<file path="config.mk">
export PLATFORM = sky130hd
export DESIGN_NAME = i2c_interrupt_status_mask
export DESIGN_NICKNAME = d
export VERILOG_FILES = /design/src/core/i2c_evt_pkg.sv /design/src/core/rx_buf_if.sv /design/src/core/i2c_interrupt_status_mask.sv /design/src/core/rx_event_buffer.sv
export SDC_FILE = /design/constraint.sdc
export NUM_CORES = 1
export LEC_CHECK = 0
export BUFFER_PORTS_ARGS = -buffer_cell sky130_fd_sc_hd__buf_4
export CORE_MARGIN = 10
export CORE_UTILIZATION = 35
export DETAILED_ROUTE_END_ITERATION = 8
export PLACE_DENSITY_LB_ADDON = 0.1
export SYNTH_ARGS = -nofsm -noshare
export SYNTH_HDL_FRONTEND = slang
export SYNTH_SLANG_ARGS = --single-unit
</file>
<file path="constraint.sdc">
create_clock -name i_core_clk -period 7.12 [get_ports i_core_clk]
set_clock_uncertainty 0.1 [all_clocks]
set_input_delay 1.78 -clock i_core_clk [delete_from_list [all_inputs] [get_ports i_core_clk]]
set_output_delay 1.78 -clock i_core_clk [all_outputs]
set_load 0.1 [all_outputs]
</file>
<file path="src/core/i2c_evt_pkg.sv">
package i2c_evt_pkg;
  localparam int unsigned ADDR_W = 32;
  localparam int unsigned REG_W = 16;
  localparam int unsigned BYTE_W = 8;
  localparam int unsigned RX_DEPTH = 32;
  localparam int unsigned PTR_W = 5;
  localparam int unsigned LVL_W = 6;
  localparam int unsigned EVT_W = 12;
  localparam logic [LVL_W-1:0] RX_DEPTH_LVL = 6'h20;

  // Register byte addresses
  localparam logic [ADDR_W-1:0] MASKED_STATUS_ADDR = 32'h5000132C;
  localparam logic [ADDR_W-1:0] ENABLE_MASK_ADDR = 32'h50001330;
  localparam logic [ADDR_W-1:0] RAW_STATUS_ADDR = 32'h50001334;

  // Event bit positions
  localparam int unsigned RX_UNDER_BIT = 0;
  localparam int unsigned RX_OVER_BIT = 1;
  localparam int unsigned RX_THRESH_BIT = 2;
  localparam int unsigned TX_SIDE_LO_BIT = 3;
  localparam int unsigned TX_SIDE_HI_BIT = 8;
  localparam int unsigned STOP_SEEN_BIT = 9;
  localparam int unsigned START_SEEN_BIT = 10;
  localparam int unsigned GENERAL_CALL_BIT = 11;
  localparam int unsigned TX_SIDE_W = 6;

  // Reset values
  localparam logic [EVT_W-1:0] ENABLE_MASK_RESET = 12'h8FF;
  localparam logic [REG_W-1:0] READ_ZERO = 16'h0000;

  function automatic logic [REG_W-1:0] widen_evt(input logic [EVT_W-1:0] v);
    widen_evt = {4'h0, v};
  endfunction : widen_evt
endpackage : i2c_evt_pkg

</file>
<file path="src/core/rx_buf_if.sv">
`timescale 1ns/1ps
interface rx_buf_if;
  import i2c_evt_pkg::*;
  logic push;
  logic [BYTE_W-1:0] push_data;
  logic pop;
  logic flush;
  logic [BYTE_W-1:0] pop_data;
  logic [LVL_W-1:0] level;
  logic empty;
  logic full;

  modport owner (
    input push, push_data, pop, flush,
    output pop_data, level, empty, full
  );
  modport user (
    output push, push_data, pop, flush,
    input pop_data, level, empty, full
  );
endinterface : rx_buf_if

</file>
<file path="src/core/i2c_interrupt_status_mask.sv">
`timescale 1ns/1ps
// Behaviour
// - Threshold flag bit 2 high while buffer level is at or above threshold.
// - Enable bit 0 low flushes buffer and clears threshold flag at once.
// - Byte arriving into full 32-entry buffer sets overflow bit 1, byte dropped.
// - Overflow and underflow hold while disabled, clear when internal enable drops.
// - Reading data/command register with empty buffer sets underflow bit 0.
// - Twelve-bit read/write mask, one bit per event at same position.
// - Mask resets with bits 10..8 zero, bits 11 and 7..0 one.
// - General call bit 11 set on acknowledged general call, cleared by disable/read.
// - Start bit 10 set on any START or repeated START, master or slave.
// - Stop bit 9 set on any STOP, master or slave.
module i2c_interrupt_status_mask
  import i2c_evt_pkg::*;
(
  // Clock and reset
  input wire logic i_core_clk,
  input wire logic i_rst,
  // Register port
  input wire logic [ADDR_W-1:0] i_reg_addr,
  input wire logic i_reg_wr,
  input wire logic i_reg_rd,
  input wire logic [REG_W-1:0] i_reg_wdata,
  output logic [REG_W-1:0] o_reg_rdata,
  // Controller control
  input wire logic i_ctrl_enable,
  input wire logic i_engines_idle,
  input wire logic [LVL_W-1:0] i_receive_threshold_level,
  output logic o_internal_enable_signal,
  // Receive path
  input wire logic i_rx_byte_valid,
  input wire logic [BYTE_W-1:0] i_rx_byte,
  input wire logic i_data_command_register_rd,
  output logic [BYTE_W-1:0] o_rx_data,
  // Bus condition events
  input wire logic i_general_call_ack,
  input wire logic i_start_condition,
  input wire logic i_stop_condition,
  input wire logic i_general_call_clear_register_rd,
  input wire logic i_start_clear_rd,
  input wire logic i_stop_clear_rd,
  // Transmit side raw events, bits 8..3
  input wire logic [TX_SIDE_W-1:0] i_tx_side_raw,
  // Interrupt and receive level
  output logic o_irq,
  output logic [LVL_W-1:0] o_rx_level
);
  rx_buf_if rx_buf ();

  logic [EVT_W-1:0] raw;
  logic [EVT_W-1:0] mask;
  logic internal_enable;
  logic irq;
  logic [REG_W-1:0] rdata;
  logic [BYTE_W-1:0] rx_data;
  logic [LVL_W-1:0] rx_level;
  logic [EVT_W-1:0] next_raw;
  logic [EVT_W-1:0] next_mask;
  logic next_internal_enable;
  logic next_irq;
  logic [REG_W-1:0] next_rdata;
  logic [BYTE_W-1:0] next_rx_data;
  logic [LVL_W-1:0] next_rx_level;
  logic data_rd_empty;
  logic push_when_full;

  rx_event_buffer u_rx_buf (
    .i_core_clk(i_core_clk),
    .i_rst(i_rst),
    .buf_port(rx_buf.owner)
  );

  // Buffer feed; general call data lands here too
  assign rx_buf.push = i_rx_byte_valid;
  assign rx_buf.push_data = i_rx_byte;
  assign rx_buf.pop = i_data_command_register_rd;
  assign rx_buf.flush = !i_ctrl_enable;

  // Set wins over clear on every sticky bit
  function automatic logic sticky_next(
    input logic cur,
    input logic clr_ev,
    input logic set_ev
  );
    sticky_next = set_ev || (cur && !clr_ev);
  endfunction : sticky_next

  // Internal enable falls only once engines are idle
  always_comb begin
    next_internal_enable = internal_enable;
    if (i_ctrl_enable) begin
      next_internal_enable = 1'b1;
    end else if (i_engines_idle) begin
      next_internal_enable = 1'b0;
    end
  end

  always_ff @(posedge i_core_clk or posedge i_rst) begin
    if (i_rst) begin
      internal_enable <= 1'b0;
    end else begin
      internal_enable <= next_internal_enable;
    end
  end

  // Event flags
  always_comb begin
    data_rd_empty = i_data_command_register_rd && rx_buf.empty;
    push_when_full = i_rx_byte_valid && rx_buf.full && i_ctrl_enable;

    next_raw = raw;
    next_raw[RX_THRESH_BIT] = i_ctrl_enable
      && (rx_buf.level >= i_receive_threshold_level);

    // Overflow and underflow survive until internal enable drops
    next_raw[RX_OVER_BIT] = sticky_next(raw[RX_OVER_BIT], !internal_enable,
      push_when_full);
    next_raw[RX_UNDER_BIT] = sticky_next(raw[RX_UNDER_BIT], !internal_enable,
      data_rd_empty);

    // Bits 8..3 pass through from the transmit side
    next_raw[TX_SIDE_HI_BIT:TX_SIDE_LO_BIT] = i_tx_side_raw;

    next_raw[GENERAL_CALL_BIT] = sticky_next(raw[GENERAL_CALL_BIT],
      !internal_enable || i_general_call_clear_register_rd, i_general_call_ack);
    next_raw[START_SEEN_BIT] = sticky_next(raw[START_SEEN_BIT],
      !internal_enable || i_start_clear_rd, i_start_condition);
    next_raw[STOP_SEEN_BIT] = sticky_next(raw[STOP_SEEN_BIT],
      !internal_enable || i_stop_clear_rd, i_stop_condition);
  end

  always_ff @(posedge i_core_clk or posedge i_rst) begin
    if (i_rst) begin
      raw <= '0;
    end else begin
      raw <= next_raw;
    end
  end

  always_comb begin
    next_mask = mask;
    if (i_reg_wr && (i_reg_addr == ENABLE_MASK_ADDR)) begin
      next_mask = i_reg_wdata[EVT_W-1:0];
    end
  end

  always_ff @(posedge i_core_clk or posedge i_rst) begin
    if (i_rst) begin
      mask <= ENABLE_MASK_RESET;
    end else begin
      mask <= next_mask;
    end
  end

  // Irq follows the masked word of the same edge
  always_comb begin
    next_irq = |(next_raw & next_mask);
  end

  always_ff @(posedge i_core_clk or posedge i_rst) begin
    if (i_rst) begin
      irq <= 1'b0;
    end else begin
      irq <= next_irq;
    end
  end

  always_comb begin
    next_rdata = rdata;
    if (i_reg_rd) begin
      unique case (i_reg_addr)
        MASKED_STATUS_ADDR: next_rdata = widen_evt(raw & mask);
        ENABLE_MASK_ADDR: next_rdata = widen_evt(mask);
        RAW_STATUS_ADDR: next_rdata = widen_evt(raw);
        default: next_rdata = READ_ZERO;
      endcase
    end
  end

  always_ff @(posedge i_core_clk or posedge i_rst) begin
    if (i_rst) begin
      rdata <= '0;
    end else begin
      rdata <= next_rdata;
    end
  end

  // Popped byte captured only when data is present
  always_comb begin
    next_rx_data = rx_data;
    if (i_data_command_register_rd && !rx_buf.empty && i_ctrl_enable) begin
      next_rx_data = rx_buf.pop_data;
    end
  end

  always_ff @(posedge i_core_clk or posedge i_rst) begin
    if (i_rst) begin
      rx_data <= '0;
    end else begin
      rx_data <= next_rx_data;
    end
  end

  always_comb begin
    next_rx_level = rx_buf.level;
  end

  // Level mirrors the buffer one edge late
  always_ff @(posedge i_core_clk or posedge i_rst) begin
    if (i_rst) begin
      rx_level <= '0;
    end else begin
      rx_level <= next_rx_level;
    end
  end

  assign o_reg_rdata = rdata;
  assign o_internal_enable_signal = internal_enable;
  assign o_rx_data = rx_data;
  assign o_irq = irq;
  assign o_rx_level = rx_level;
endmodule : i2c_interrupt_status_mask

</file>
<file path="src/core/rx_event_buffer.sv">
`timescale 1ns/1ps
module rx_event_buffer
  import i2c_evt_pkg::*;
(
  // Clock and reset
  input wire logic i_core_clk,
  input wire logic i_rst,
  // Buffer port
  rx_buf_if.owner buf_port
);
  logic [BYTE_W-1:0] mem [RX_DEPTH];
  logic [PTR_W-1:0] wr_ptr;
  logic [PTR_W-1:0] rd_ptr;
  logic [LVL_W-1:0] level;
  logic [PTR_W-1:0] next_wr_ptr;
  logic [PTR_W-1:0] next_rd_ptr;
  logic [LVL_W-1:0] next_level;
  logic do_push;
  logic do_pop;

  always_comb begin
    do_push = buf_port.push && (level != RX_DEPTH_LVL) && !buf_port.flush;
    do_pop = buf_port.pop && (level != '0) && !buf_port.flush;
    next_wr_ptr = wr_ptr;
    next_rd_ptr = rd_ptr;
    next_level = level;
    if (buf_port.flush) begin
      next_wr_ptr = '0;
      next_rd_ptr = '0;
      next_level = '0;
    end else begin
      if (do_push) begin
        next_wr_ptr = wr_ptr + PTR_W'(1);
      end
      if (do_pop) begin
        next_rd_ptr = rd_ptr + PTR_W'(1);
      end
      if (do_push && !do_pop) begin
        next_level = level + LVL_W'(1);
      end else if (do_pop && !do_push) begin
        next_level = level - LVL_W'(1);
      end
    end
  end

  always_ff @(posedge i_core_clk or posedge i_rst) begin
    if (i_rst) begin
      wr_ptr <= '0;
      rd_ptr <= '0;
      level <= '0;
    end else begin
      wr_ptr <= next_wr_ptr;
      rd_ptr <= next_rd_ptr;
      level <= next_level;
    end
  end

  // Storage has no reset
  always_ff @(posedge i_core_clk) begin
    if (do_push) begin
      mem[wr_ptr] <= buf_port.push_data;
    end
  end

  assign buf_port.pop_data = mem[rd_ptr];
  assign buf_port.level = level;
  assign buf_port.empty = (level == '0);
  assign buf_port.full = (level == RX_DEPTH_LVL);
endmodule : rx_event_buffer

</file>
==> qor.csv <==
stage,metric,value,unit
status,status,finished clean,
routing,routed_wl,30900,um
worst_setup_path,crit_chain,buf_4 -> inv_1 -> nor3_1 -> nand2b_1 -> ha_1 -> a21o_1 -> a21oi_1 -> o21ai_0 -> mux4_2 -> o32ai_1,
finish,finalNonFillerCells,1374,
finish,nNetsFinal,935,
cts,post_cts.repair.setup_buffers,0,
timing,setup_violations,0,
worst_setup_path,reg2reg_slack,3.66,ns
die,die_w,215,um
cts,clkSinkCount,324,
die,num_rows,71,
timing,maxSlewViolCount,0,
yosys,ys.flop_type,edfxtp_1,
timing,worst_pin_slew,1.13,ns
grt,grt_pass1_wl,46800,um
timing,period_minus_slack,4.09,ns
cts,cts_max_level,2,
routing,drt-initial-drc-count,414,
power,leakagePower,5.50,nW
yosys,async_reset_ff_frac,0.210,
routing,vias,6930,
worst_setup_path,endpoint,u_rx_buf.buf_port.level[5],
flow_run,drv_cap,0,
finish,drive_gt1_frac,0.331,
grt,gr-usage-all-layers,0.133,
routing,vias_per_cell,5.04,
yosys,syn_inst,718,
die,core_region_area,37500,um^2
place,port_buffers,105,
finish,area_growth,18.7,%
worst_setup_path,endpoint_kind,register,
timing,fin_crit_sh,0.575,
worst_setup_path,r2r-end,o_rx_data[2],
place,dp_hpwl,20200,um
yosys,yosys.area.top_type,edfxtp_1,
yosys,seq_area_frac_synth,0.709,
die,die_area,46100,um^2
routing,dr.pass1.iters,5,
cts,post_cts_resized,0,
cts,clk_pin_slew,0.06,ns
worst_setup_path,worstSetupPathType,input port to register,
timing,finalHoldViolations,0,
worst_setup_path,critPathRequiredTime,7.43,ns
yosys,synth_area_per_cell,18.5,um^2
grt,grt_max_degree,69,
yosys,yosys.area.top_type_share,0.580,
place,place_congestion,0.781,
power,peakVddDrop,0.162,mV
worst_setup_path,crit_arrival,4.41,ns
timing,relSlewSlack,0.239,
grt,grt_pass1_vias,7290,
worst_setup_path,worstSetupStartpointType,input port,
cts,cts_buffer_depth,3,
routing,final_antenna_net_count,0,
worst_setup_path,r2r_cells,5,
cts,cts_hold_buf,0,
worst_setup_path,worstPathMaxFanout,20,
cts,cts_tree,yes,
routing,drc,0,
place,dp_cells,1310,
cts,insertion_delay,0.52,ns
timing,tns,0,ns
cts,cts_made_buffers,36,
worst_setup_path,slowest_delay,0.58,ns
worst_setup_path,crit_start,i_ctrl_enable,
timing,fmax,244,MHz
min_path,holdCritPathClass,register to register,
yosys,synth_area_leaders,"edfxtp_1, mux4_2, dfrtp_1",
worst_setup_path,cp_slowest_cell,nor3_1,
yosys,syn_area,13300,um^2
yosys,ys_ff_latch,324,
timing,rsz0062_at_grt,false,
power,power_density,336,nW/um^2
finish,diodes,0,
power,power,0.00529,W
timing,whs,0.353,ns
yosys,yosys_warnings,0,
die,die-height,215,um
die,initial_core_util,0.354,
worst_setup_path,r2r-start,u_rx_buf.rd_ptr[0],
yosys,synth_cell_types,55,
routing,wl_per_cell,22.5,um
cts,root_buffer,clkbuf_16,
yosys,synth-edff-count,256,
die,ios,114,
grt,antenna_found_initial,0,
grt,overflow,0,
==> cells in the mapped netlist (2+ instances only) <==
library cell,number
or3_1,2
a22oi_1,14
a222oi_1,2
buf_6,2
nor4_1,3
mux2_2,12
o31ai_1,4
nand4_1,6
inv_1,21
buf_4,8
o21ai_0,9
xnor2_1,3
ha_1,15
nand3_1,5
xor2_1,9
mux2i_1,12
dfrtp_1,59
nand2_1,29
a21oi_1,17
nand3b_1,5
o21ai_1,3
nor4b_1,3
nor3_1,2
a21o_1,15
buf_2,7
clkbuf_1,14
o21bai_1,2
buf_1,4
nor4_4,2
nor2_1,59
nand2b_1,3
edfxtp_1,256
mux4_2,81
dfstp_2,9
==> per-layer routing <==
layer  share of wire  track usage
met1            0.45        0.185
met2            0.47        0.205
met3           0.067       0.0329
met4           0.013       0.0331
met5               0            0
==> cells in the final DEF (no fill, tap or decap), types with 2 or more instances in the layout <==
master      count
edfxtp_1      256
mux2_2         12
nand2b_1        3
clkinv_1        7
o21ai_1         3
nor4_4          2
nor3_1          2
nor4_2          3
mux2i_1        12
nor2_1         59
inv_1          20
nand3b_1        5
clkinvlp_4      2
bufinv_16       3
a22oi_1        14
dfrtp_1        57
ha_1           15
inv_6           2
clkinv_2        7
o31ai_1         4
clkbuf_16      37
a21o_1         15
o21ai_0         9
buf_4         113
conb_1          4
o21bai_1        2
a21oi_1        17
xnor2_1         3
nand4_1         6
clkbuf_1        5
nor4b_1         3
nand2_1        29
nand3_1         5
or3_1           2
a222oi_1        2
mux4_2         81
xor2_1          9
dfstp_2         9
==> sequential cells by signal (all words and copies together), names as in the netlist <==
name and cells:
u_rx_buf.mem 256, mask 12, o_reg_rdata 12, raw 12, o_rx_data 8, o_rx_level 6, u_rx_buf.buf_port.level 6, u_rx_buf.rd_ptr 5
u_rx_buf.wr_ptr 5, o_internal_enable_signal 1, o_irq 1
==> cells by family after synthesis <==
group                    after synthesis  synth area share
flip-flops                           324             0.709
adder cells (fa/ha/maj)               16            0.0157
AO/OA/AOI/OAI                         74            0.0381
AND/OR/NAND/NOR                      129            0.0504
multiplexers                         105             0.157
buffers and inverters                 56            0.0199
XOR/XNOR                              13            0.0100
other                                  1          0.000283
==> stage by stage <==
step,area (um^2),utilization,setup WS [ns]
4_1_cts,15700,0.420,2.97
6_report,15700,0.420,3.03
2_1_floorplan,13300,-,3.28
3_3_place_gp,14600,0.389,2.54
3_5_place_dp,14600,0.389,2.43
5_1_grt,15700,0.420,2.70
==> critical path, delay by kind of cell <==
kind	cells	cell delay [ns]
and+or+nand+nor	2	0.86
adders and majority gates	1	0.34
buffers and inverters	2	0.41
AOI/OAI and AO/OA	4	0.70
muxes	1	0.30
==> final cells by class <==
class                      count  area, um^2
fill                        3363       21800
sequential                   324        9410
multi-input combinational    341        3620
clock buffer                  43         958
timing repair buffer         113         848
tap                          511         639
clock inverter                21         184
inverter                      21        78.8
==> how the worst min path moves through the flow <==
stage,start,end,cells after the start
after floorplan,u_rx_buf.buf_port.level[5],o_rx_level[5],0
after global placement,u_rx_buf.buf_port.level[5],o_rx_level[5],0
after detailed placement,u_rx_buf.buf_port.level[5],o_rx_level[5],0
after CTS,u_rx_buf.buf_port.level[5],o_rx_level[5],0
after global routing,u_rx_buf.buf_port.level[5],o_rx_level[5],0
final,u_rx_buf.buf_port.level[5],o_rx_level[5],0
==> power by group <==
part	total, W	internal [W]	switching (W)
sequential	0.00224	0.00212	0.000115
clock	0.00180	0.00107	0.000733
combinational	0.00125	0.000503	0.000745
total	0.00529	0.00370	0.00159
Power figures use the tool's default switching activity.
